`config.mk`:
```
export PLATFORM = sky130hd
export DESIGN_NAME = gen_ctrl
export DESIGN_NICKNAME = d
export VERILOG_FILES = /design/src/core/gen_ctrl_pkg.sv /design/src/core/gen_ctrl.sv
export SDC_FILE = /design/constraint.sdc
export NUM_CORES = 1
export LEC_CHECK = 0
export BUFFER_PORTS_ARGS = -buffer_cell sky130_fd_sc_hd__clkbuf_2
export CORE_ASPECT_RATIO = 0.7
export CORE_MARGIN = 4
export CORE_UTILIZATION = 55
export CTS_CLUSTER_SIZE = 20
export DETAILED_ROUTE_END_ITERATION = 12
export PLACE_DENSITY_LB_ADDON = 0.08
export SETUP_SLACK_MARGIN = 0.2
export SLEW_MARGIN = 20
export SYNTH_ARGS = -nofsm -noshare
export SYNTH_HDL_FRONTEND = slang
export SYNTH_SLANG_ARGS = --single-unit
```
`constraint.sdc`:
```
create_clock -name clk -period 2.71 [get_ports clk]
set_clock_uncertainty 0.05 [all_clocks]
set_input_delay 0 -clock clk [delete_from_list [all_inputs] [get_ports clk]]
set_output_delay 0 -clock clk [all_outputs]
set_load 0.02 [all_outputs]
```
`src/core/gen_ctrl_pkg.sv`:
```
// package for the general control low bits block: offsets, field positions, carriers
// assumes a 32-bit axi4-lite register bus and one 100 MHz clock
package gen_ctrl_pkg;

   localparam int DATA_W = 32;
   localparam int ADDR_W = 8;

   // register byte addresses
   localparam logic [ADDR_W-1:0] GEN_CTRL_OFF = 8'h00;
   localparam logic [ADDR_W-1:0] STATUS_OFF = 8'h04;
   localparam logic [ADDR_W-1:0] ALT_SHADOW_OFF = 8'h08;

   // general control field positions
   localparam int POS_POSITIVE_ONLY = 0;
   localparam int POS_DELAYED_TXN = 1;
   localparam int POS_DMA_GATHER = 2;
   localparam int POS_ALT_ACCESS = 6;
   localparam int POS_INTC_EXT = 7;
   localparam int POS_INTC_EN = 8;
   localparam int POS_MOUSE_LATCH = 11;
   localparam int POS_KBD_LATCH = 12;

   // writable bits of general control; everything else reads zero
   localparam logic [DATA_W-1:0] GEN_CTRL_MASK = 32'h0000_19C7;
   localparam logic [DATA_W-1:0] GEN_CTRL_RESET = 32'h0000_0000;
   localparam logic [DATA_W-1:0] ALT_SHADOW_RESET = 32'h0000_0000;

   // keyboard data port
   localparam logic [15:0] KBD_DATA_PORT = 16'h0060;

   // axi response codes
   localparam logic [1:0] RESP_OKAY = 2'b00;
   localparam logic [1:0] RESP_SLVERR = 2'b10;

   typedef struct packed {
      logic kbd_irq_latch_en;
      logic mouse_irq_latch_en;
      logic intc_enable;
      logic intc_ext_enable;
      logic alt_access_enable;
      logic dma_gather_buffer_en;
      logic delayed_txn_enable;
      logic positive_only_decode;
   } ctrl_t;

   // primary bus cycle presented for decode
   typedef struct packed {
      logic valid;
      logic hits_internal;
      logic hits_known_lpc;
      logic hits_intc_std;
      logic hits_intc_ext;
   } cycle_t;

   typedef struct packed {
      logic claim_positive;
      logic claim_subtractive;
      logic forward_lpc;
      logic decode_intc_std;
      logic decode_intc_ext;
      logic accept_msg_irq;
   } decode_t;

endpackage : gen_ctrl_pkg

```
`src/core/gen_ctrl.sv`:
```
// general control low bits: control register, irq1/irq12 latches and decode steering
// assumes an axi4-lite master, synchronous inputs and one clock
//
// Overview of operation
// - with kbd latch enabled the keyboard irq edge is held until a port 60h read, else passes.
// - with mouse latch enabled the mouse irq edge is held until a port 60h read, else passes.
// - with interrupt controller disabled no standard or extended controller space is decoded.
// - with controller enabled and extension disabled only standard space is decoded.
// - with both enabled standard and extended space decode and message interrupts are taken.
// - message interrupts have no separate disable when the extended controller is on.
// - alternate access mode, off at reset, opens reads and writes of otherwise closed registers.
// - the dma gather buffer enable switches the collection buffer for lpc and pc/pci dma.
// - delayed transaction enable makes internal, firmware hub and lpc accesses delayed.
// - without positive only decode unclaimed bus cycles are claimed and sent to lpc.
// - internal registers and known lpc devices are always claimed positively.
// - with positive only decode nothing is claimed subtractively.
`timescale 1ns/1ps
module gen_ctrl
   import gen_ctrl_pkg::*;
#(
   parameter int ADDR_BITS = ADDR_W
) (
   input wire logic clk,
   input wire logic resetn,
   // axi4-lite slave
   input wire logic [ADDR_BITS-1:0] s_awaddr,
   input wire logic s_awvalid,
   output logic s_awready,
   input wire logic [DATA_W-1:0] s_wdata,
   input wire logic [3:0] s_wstrb,
   input wire logic s_wvalid,
   output logic s_wready,
   output logic [1:0] s_bresp,
   output logic s_bvalid,
   input wire logic s_bready,
   input wire logic [ADDR_BITS-1:0] s_araddr,
   input wire logic s_arvalid,
   output logic s_arready,
   output logic [DATA_W-1:0] s_rdata,
   output logic [1:0] s_rresp,
   output logic s_rvalid,
   input wire logic s_rready,
   // legacy interrupts and keyboard port read
   input wire logic kbd_irq_in,
   input wire logic mouse_irq_in,
   input wire logic io_read_strobe,
   input wire logic [15:0] io_read_addr,
   output logic kbd_irq_out,
   output logic mouse_irq_out,
   // primary bus decode
   input wire cycle_t cycle_in,
   input wire logic msg_irq_write,
   output decode_t decode_out,
   output logic msg_irq_take,
   // control levels to the rest of the hub
   output ctrl_t ctrl_out
);

   initial begin
      if (ADDR_BITS < 4 || ADDR_BITS > ADDR_W) begin
         $error("gen_ctrl: ADDR_BITS out of range");
      end
   end

   function automatic logic [ADDR_W-1:0] word_addr(input logic [ADDR_BITS-1:0] a);
      logic [ADDR_W-1:0] w;
      w = ADDR_W'(a);
      w[1:0] = 2'b00;
      return w;
   endfunction : word_addr

   function automatic logic [DATA_W-1:0] apply_strb(input logic [DATA_W-1:0] old,
         input logic [DATA_W-1:0] nw, input logic [3:0] strb);
      logic [DATA_W-1:0] r;
      r = old;
      for (int i = 0; i < 4; i++) begin
         if (strb[i]) begin
            r[i*8 +: 8] = nw[i*8 +: 8];
         end
      end
      return r;
   endfunction : apply_strb

   // register state
   logic [DATA_W-1:0] gen_ctrl_q, gen_ctrl_d;
   logic [DATA_W-1:0] alt_shadow_q, alt_shadow_d;
   logic kbd_latch_q, kbd_latch_d;
   logic mouse_latch_q, mouse_latch_d;
   logic kbd_prev_q, kbd_prev_d;
   logic mouse_prev_q, mouse_prev_d;

   // write channel state
   logic aw_held_q, aw_held_d;
   logic w_held_q, w_held_d;
   logic [ADDR_BITS-1:0] awaddr_q, awaddr_d;
   logic [DATA_W-1:0] wdata_q, wdata_d;
   logic [3:0] wstrb_q, wstrb_d;
   logic bvalid_q, bvalid_d;
   logic [1:0] bresp_q, bresp_d;

   // read channel state
   logic rvalid_q, rvalid_d;
   logic [DATA_W-1:0] rdata_q, rdata_d;
   logic [1:0] rresp_q, rresp_d;

   logic alt_on;
   logic port60_read;
   logic do_write;
   logic [ADDR_W-1:0] waddr;
   logic [ADDR_W-1:0] raddr;

   assign alt_on = gen_ctrl_q[POS_ALT_ACCESS];
   assign port60_read = io_read_strobe && (io_read_addr == KBD_DATA_PORT);

   assign s_awready = !aw_held_q && !bvalid_q;
   assign s_wready = !w_held_q && !bvalid_q;
   assign s_bvalid = bvalid_q;
   assign s_bresp = bresp_q;
   assign s_arready = !rvalid_q;
   assign s_rvalid = rvalid_q;
   assign s_rdata = rdata_q;
   assign s_rresp = rresp_q;

   // write path: address and data taken in either order, response after both
   always_comb begin
      aw_held_d = aw_held_q;
      w_held_d = w_held_q;
      awaddr_d = awaddr_q;
      wdata_d = wdata_q;
      wstrb_d = wstrb_q;
      bvalid_d = bvalid_q;
      bresp_d = bresp_q;
      gen_ctrl_d = gen_ctrl_q;
      alt_shadow_d = alt_shadow_q;
      do_write = 1'b0;
      waddr = word_addr(awaddr_q);
      if (s_awvalid && s_awready) begin
         aw_held_d = 1'b1;
         awaddr_d = s_awaddr;
      end
      if (s_wvalid && s_wready) begin
         w_held_d = 1'b1;
         wdata_d = s_wdata;
         wstrb_d = s_wstrb;
      end
      if (aw_held_q && w_held_q) begin
         do_write = 1'b1;
         aw_held_d = 1'b0;
         w_held_d = 1'b0;
         bvalid_d = 1'b1;
         bresp_d = RESP_OKAY;
         case (waddr)
            GEN_CTRL_OFF: begin
               gen_ctrl_d = apply_strb(gen_ctrl_q, wdata_q, wstrb_q) & GEN_CTRL_MASK;
            end
            ALT_SHADOW_OFF: begin
               if (alt_on) begin
                  alt_shadow_d = apply_strb(alt_shadow_q, wdata_q, wstrb_q);
               end
            end
            STATUS_OFF: begin
               bresp_d = RESP_OKAY;
            end
            default: begin
               bresp_d = RESP_SLVERR;
            end
         endcase
      end
      if (bvalid_q && s_bready) begin
         bvalid_d = 1'b0;
      end
   end

   // read path: one cycle after the address is taken
   always_comb begin
      rvalid_d = rvalid_q;
      rdata_d = rdata_q;
      rresp_d = rresp_q;
      raddr = word_addr(s_araddr);
      if (rvalid_q && s_rready) begin
         rvalid_d = 1'b0;
      end
      if (s_arvalid && s_arready) begin
         rvalid_d = 1'b1;
         rresp_d = RESP_OKAY;
         rdata_d = '0;
         case (raddr)
            GEN_CTRL_OFF: begin
               rdata_d = gen_ctrl_q;
            end
            STATUS_OFF: begin
               rdata_d = {30'h0000_0000, mouse_latch_q, kbd_latch_q};
            end
            ALT_SHADOW_OFF: begin
               if (alt_on) begin
                  rdata_d = alt_shadow_q;
               end
            end
            default: begin
               rresp_d = RESP_SLVERR;
            end
         endcase
      end
   end

   // irq latches: set wins over the port 60h clear
   always_comb begin
      kbd_prev_d = kbd_irq_in;
      mouse_prev_d = mouse_irq_in;
      kbd_latch_d = kbd_latch_q;
      mouse_latch_d = mouse_latch_q;
      if (!gen_ctrl_q[POS_KBD_LATCH]) begin
         kbd_latch_d = 1'b0;
      end else if (kbd_irq_in && !kbd_prev_q) begin
         kbd_latch_d = 1'b1;
      end else if (port60_read) begin
         kbd_latch_d = 1'b0;
      end
      if (!gen_ctrl_q[POS_MOUSE_LATCH]) begin
         mouse_latch_d = 1'b0;
      end else if (mouse_irq_in && !mouse_prev_q) begin
         mouse_latch_d = 1'b1;
      end else if (port60_read) begin
         mouse_latch_d = 1'b0;
      end
   end

   assign kbd_irq_out = gen_ctrl_q[POS_KBD_LATCH] ? kbd_latch_q : kbd_irq_in;
   assign mouse_irq_out = gen_ctrl_q[POS_MOUSE_LATCH] ? mouse_latch_q : mouse_irq_in;

   // decode steering
   always_comb begin
      logic intc_std;
      logic intc_ext;
      logic pos_hit;
      intc_std = 1'b0;
      intc_ext = 1'b0;
      pos_hit = 1'b0;
      intc_std = gen_ctrl_q[POS_INTC_EN];
      intc_ext = gen_ctrl_q[POS_INTC_EN] && gen_ctrl_q[POS_INTC_EXT];
      decode_out.decode_intc_std = cycle_in.valid && cycle_in.hits_intc_std && intc_std;
      decode_out.decode_intc_ext = cycle_in.valid && cycle_in.hits_intc_ext && intc_ext;
      decode_out.accept_msg_irq = intc_ext;
      pos_hit = cycle_in.hits_internal || cycle_in.hits_known_lpc
         || (cycle_in.hits_intc_std && intc_std) || (cycle_in.hits_intc_ext && intc_ext);
      decode_out.claim_positive = cycle_in.valid && pos_hit;
      decode_out.claim_subtractive = cycle_in.valid && !pos_hit
         && !gen_ctrl_q[POS_POSITIVE_ONLY];
      decode_out.forward_lpc = (cycle_in.valid && cycle_in.hits_known_lpc)
         || decode_out.claim_subtractive;
   end

   assign msg_irq_take = msg_irq_write && gen_ctrl_q[POS_INTC_EN] && gen_ctrl_q[POS_INTC_EXT];

   always_comb begin
      ctrl_out.kbd_irq_latch_en = gen_ctrl_q[POS_KBD_LATCH];
      ctrl_out.mouse_irq_latch_en = gen_ctrl_q[POS_MOUSE_LATCH];
      ctrl_out.intc_enable = gen_ctrl_q[POS_INTC_EN];
      ctrl_out.intc_ext_enable = gen_ctrl_q[POS_INTC_EXT];
      ctrl_out.alt_access_enable = gen_ctrl_q[POS_ALT_ACCESS];
      ctrl_out.dma_gather_buffer_en = gen_ctrl_q[POS_DMA_GATHER];
      ctrl_out.delayed_txn_enable = gen_ctrl_q[POS_DELAYED_TXN];
      ctrl_out.positive_only_decode = gen_ctrl_q[POS_POSITIVE_ONLY];
   end

   always_ff @(posedge clk) begin
      if (!resetn) begin
         gen_ctrl_q <= GEN_CTRL_RESET;
         alt_shadow_q <= ALT_SHADOW_RESET;
         kbd_latch_q <= 1'b0;
         mouse_latch_q <= 1'b0;
         kbd_prev_q <= 1'b0;
         mouse_prev_q <= 1'b0;
         aw_held_q <= 1'b0;
         w_held_q <= 1'b0;
         awaddr_q <= '0;
         wdata_q <= '0;
         wstrb_q <= 4'h0;
         bvalid_q <= 1'b0;
         bresp_q <= RESP_OKAY;
         rvalid_q <= 1'b0;
         rdata_q <= '0;
         rresp_q <= RESP_OKAY;
      end else begin
         gen_ctrl_q <= gen_ctrl_d;
         alt_shadow_q <= alt_shadow_d;
         kbd_latch_q <= kbd_latch_d;
         mouse_latch_q <= mouse_latch_d;
         kbd_prev_q <= kbd_prev_d;
         mouse_prev_q <= mouse_prev_d;
         aw_held_q <= aw_held_d;
         w_held_q <= w_held_d;
         awaddr_q <= awaddr_d;
         wdata_q <= wdata_d;
         wstrb_q <= wstrb_d;
         bvalid_q <= bvalid_d;
         bresp_q <= bresp_d;
         rvalid_q <= rvalid_d;
         rdata_q <= rdata_d;
         rresp_q <= rresp_d;
      end
   end

endmodule : gen_ctrl

```
# Word-level counts from Yosys, hierarchy flattened
# Index checks and enable logic that the tools add are counted.
# word_totals
register_bits,128
input_bits,84
output_inout_bits,58
word_cells,90
# op_classes
eq_ne,5
muxes,11
bitwise_logic,1
n_reduce_logical,53
# ops
operator,n
one-hot mux 32 bit (3 select lines),1
2-to-1 mux 32 bit,1
logical AND 1 bit,24
"equality test 16 x 7 -> 1 bit, second input constant",1
AND reduction 4 bit,4
"equality test 6 x 1 -> 1 bit, second input constant",2
"equality test 6 x 2 -> 1 bit, second input constant",2
logical NOT 6 bit,2
logical NOT 1 bit,8
2-to-1 mux 1 bit,7
AND reduction 3 bit,2
nonzero test 2 bit,3
OR reduction 3 bit,2
logical OR 1 bit,4
2-to-1 mux 2 bit,2
AND reduction 2 bit,2
OR reduction 2 bit,2
inverter 1 bit,1

# Depth between registers and ports, before layout
# depth
ltp_word,7
mapped_depth,6
mapped_depth_nobuf,3

# Worst setup path after synthesis
# OpenSTA, ideal clock, no wires.
# synth_path
path_type,register to register
start,register awaddr_q[4]
end,register alt_shadow_q[0]
setup_time_ns,0.072
arrival_ns,1.603
setup_slack_ns,0.985
path_stages_with_launch,5
path_buffers,1
path_cell_list,dfxtp_1 or4_1 buf_2 nor3_4 mux2i_1
# synth_via
elab_chain_len,2
# synth_lines
element,line,text
start: declaration,gen_ctrl.sv:95,"logic [ADDR_BITS-1:0] awaddr_q, awaddr_d;"
start signal: assignment,gen_ctrl.sv:293,awaddr_q <= awaddr_d;
equality test 6 x 2 -> 1 bit,gen_ctrl.sv:152,case (waddr)
AND reduction 4 bit (no line),n/a,
end signal: assignment,gen_ctrl.sv:286,alt_shadow_q <= alt_shadow_d;
end: declaration,gen_ctrl.sv:86,"logic [DATA_W-1:0] alt_shadow_q, alt_shadow_d;"
# Every way passes these cells.
# A chain may end at the register's enable or synchronous reset.

# Worst setup path after layout
# layout_path
start,register awaddr_q[4]
end,register alt_shadow_q[13]
# Same word-level chain as after synthesis.

==> flow_summary.json <==
{
  "synthToLayoutAreaGrowth_pct": 38.5,
  "end_kind": "register",
  "start_util_pct": 57.0,
  "power_switching_w": 0.00101,
  "max_freq_mhz": 486,
  "yosysTopAreaCell": "dfxtp_1",
  "clkLatencyLatePin_ps": 410,
  "rsz0062_at_grt": "false",
  "yosysSeqAreaShare_pct": 51.2,
  "p_leak_nw": 2.89,
  "clkPwrFrac_pct": 49.2,
  "synth_cell_types": 40,
  "portBuffers": 135,
  "seq_power_share_pct": 42.7,
  "synth_top_area_share_pct": 51.2,
  "peakVddDrop_uv": 548,
  "avgSynthCellArea_um2": 9.40,
  "post_cts_buffers": 0,
  "cts_made_buffers": 17,
  "drcViolationCount": 0,
  "finalSetupViolations": 0,
  "yosysWarnings": 0,
  "hold_class": "input pin to register",
  "tightest_slew_ps": 785,
  "status": "complete, no violations",
  "nets": 778,
  "ios": 142,
  "multiInputGateArea_um2": 2220,
  "drt-met1-wl_mm": 5.45,
  "syn_inst": 516,
  "antenna_found_initial": 0,
  "synth_seq_cells": 124,
  "startpoint_type": "register",
  "finalCritPeriodShare_pct": 75.9,
  "fin_tns_setup_ps": 0,
  "synth_area_leaders": "dfxtp_1 (51%), nand2_1 (12%), mux2i_1 (9.7%), a21boi_0 (5.7%), a22o_1 (4.3%)",
  "num_rows": 28,
  "drive_gt1_share_pct": 25.7,
  "cts_hold_buffers": 52,
  "max_cap_violations": 0,
  "grt_overflow": 0,
  "cts_tree": "done",
  "die-area_um2": 10400,
  "grt_pass1_wl_mm": 20.0,
  "synthFlopType": "dfxtp_1",
  "dr.pass1.iters": 4,
  "p_comb_share_pct": 8.1,
  "postCtsResizedCells": 0,
  "nFillCells": 583,
  "vias": 4269,
  "p_int_w": 0.00346,
  "route.met2.wl_mm": 5.73,
  "cts_sinks": 124,
  "swShare_pct": 22.7,
  "core_area_um2": 8510,
  "path_max_fanout": 8,
  "worst_ep_arrival_time_ps": 2350,
  "hpwl_mm": 7.61,
  "drt_iter0_drc": 264,
  "wl_met3_um": 713,
  "total_power_w": 0.00447,
  "placed_area_um2": 5600,
  "final_area_um2": 6710,
  "drt-wirelength-per-cell_um": 14.6,
  "track_usage_pct": 24.3,
  "seq_area_um2": 2480,
  "clk_pin_slew_ps": 50,
  "whs_ps": 18.7,
  "top_layer": "met4",
  "clockBufferDepth": 2,
  "cpPeakStageDelay_ps": 730,
  "cp.required_ps": 3000,
  "crit_type": "register to register",
  "final_util_pct": 78.9,
  "syn-cell-area_um2": 4850,
  "path_cells": "or4_1 -> nor3_4 -> mux2i_1",
  "synthArstFlopShare_pct": 0,
  "cts.htree.levels": 4,
  "period_needed_ps": 2060,
  "cp_slowest_cell": "or4_1",
  "drv_slew": 0,
  "wirelength_mm": 12.1,
  "synth_edf_count": 0,
  "die_width_um": 120,
  "grt_pass1_vias": 4117,
  "place.gp.congestion": 0.774,
  "grt_max_degree": 125,
  "die_height_um": 86.6,
  "max_slew_margin_pct": 47.7,
  "pwr_density_cell_nw_per_um2": 666,
  "hold_viol_final": 0,
  "vias_per_cell": 5.16,
  "final_antenna_net_count": 0,
  "root_buffer": "clkbuf_16"
}
-- cell families after synthesis --
kind of cell | count (synthesis) | synth area share (%)
flops | 124 | 51.2
mux | 49 | 10.2
other cells | 1 | 0.0773
simple gates | 215 | 21.3
buf+inv | 39 | 3.25
compound gates | 88 | 14.0
-- per-stage QoR --
stage | cells | setup WS [ps]
after floorplan | 517 | 985
after global placement | 743 | 721
after detailed placement | 743 | 664
after CTS | 827 | 638
after global routing | 827 | 577
final | 828 | 653
-- critical path, delay by kind of cell (launching register included) --
kind	cells	cell delay [ps]
multiplexers	1	250
AND/OR/NAND/NOR	2	1360
flip-flops	1	310
-- worst paths after layout --
check                                 from                       endpoint  slack, ps  depth (start not counted)
max               awaddr_q[4]$_SDFFE_PN0P_  alt_shadow_q[13]$_SDFFE_PN0P_        650                          3
min                        io_read_addr[2]       kbd_latch_q$_SDFFE_PN0P_         20                          4
max reg2reg       awaddr_q[4]$_SDFFE_PN0P_  alt_shadow_q[13]$_SDFFE_PN0P_        650                          3
min reg2reg  alt_shadow_q[24]$_SDFFE_PN0P_  alt_shadow_q[24]$_SDFFE_PN0P_        400                          2
-- layout make-up --
| type | instances | area share, % |
|---|---|---|
| Inverter | 4 | 0.224 |
| Timing Repair Buffer | 193 | 18.7 |
| Antenna cell | 1 | 0.0373 |
| Clock buffer | 20 | 6.95 |
| Sequential cell | 124 | 37.0 |
| Tap cell | 120 | 2.24 |
| Multi-Input combinational cell | 354 | 33.1 |
| Clock inverter | 12 | 1.79 |
-- routing by layer --
layer | vias to the layer above | track usage [%]
li1 | 2128 | -
met1 | 1983 | 30.7
met2 | 139 | 40.0
met3 | 19 | 7.31
met4 | 0 | 8.44
met5 | - | 0
-- flip-flops by register name (all words and copies together) (netlist names), 4 cells and up --
name,cells
s_rdata,32
wstrb_q,4
awaddr_q,6
gen_ctrl_q,8
wdata_q,32
alt_shadow_q,32
-- placed cells by master (no fill, tap or decap), drive strengths merged, types with 3 or more instances in the layout --
master / count
clkinvlp: 4
nand2b: 4
clkbuf: 154
mux2i: 47
a21o: 3
nor2: 5
and3: 8
dlygate4sd3: 52
nor3: 6
nor3b: 4
buf: 7
and2: 6
clkinv: 6
a22o: 24
inv: 4
a21oi: 7
nor4: 4
o2bb2ai: 8
nand4: 3
and3b: 3
a21boi: 37
nand3: 5
dfxtp: 124
nor2b: 9
o21ai: 3
nand2: 149
-- Yosys cell counts (all sizes together) (2+ instances only) --
cell type	n
a21boi	37
a21o	3
a21oi	7
a22o	24
a31oi	2
and2	6
and3	8
and3b	3
and4	2
and4b	2
buf	7
clkbuf	28
dfxtp	124
inv	4
mux2	2
mux2i	47
nand2	149
nand2b	4
nand3	5
nand4	3
nor2	5
nor2b	9
nor3	6
nor3b	4
nor4	4
o211a	2
o21ai	3
o2bb2ai	8
-- power by group through the flow --
stage	Sequential (W)	Combinational, W	Clock, W
2_1_floorplan	0.00194	0.000186	0
3_3_place_gp	0.00194	0.000291	0
3_5_place_dp	0.00195	0.000297	0
4_1_cts	0.00191	0.000357	0.00222
5_1_grt	0.00192	0.000398	0.00232
6_report	0.00191	0.000360	0.00220
Power figures use the tool's default switching activity.
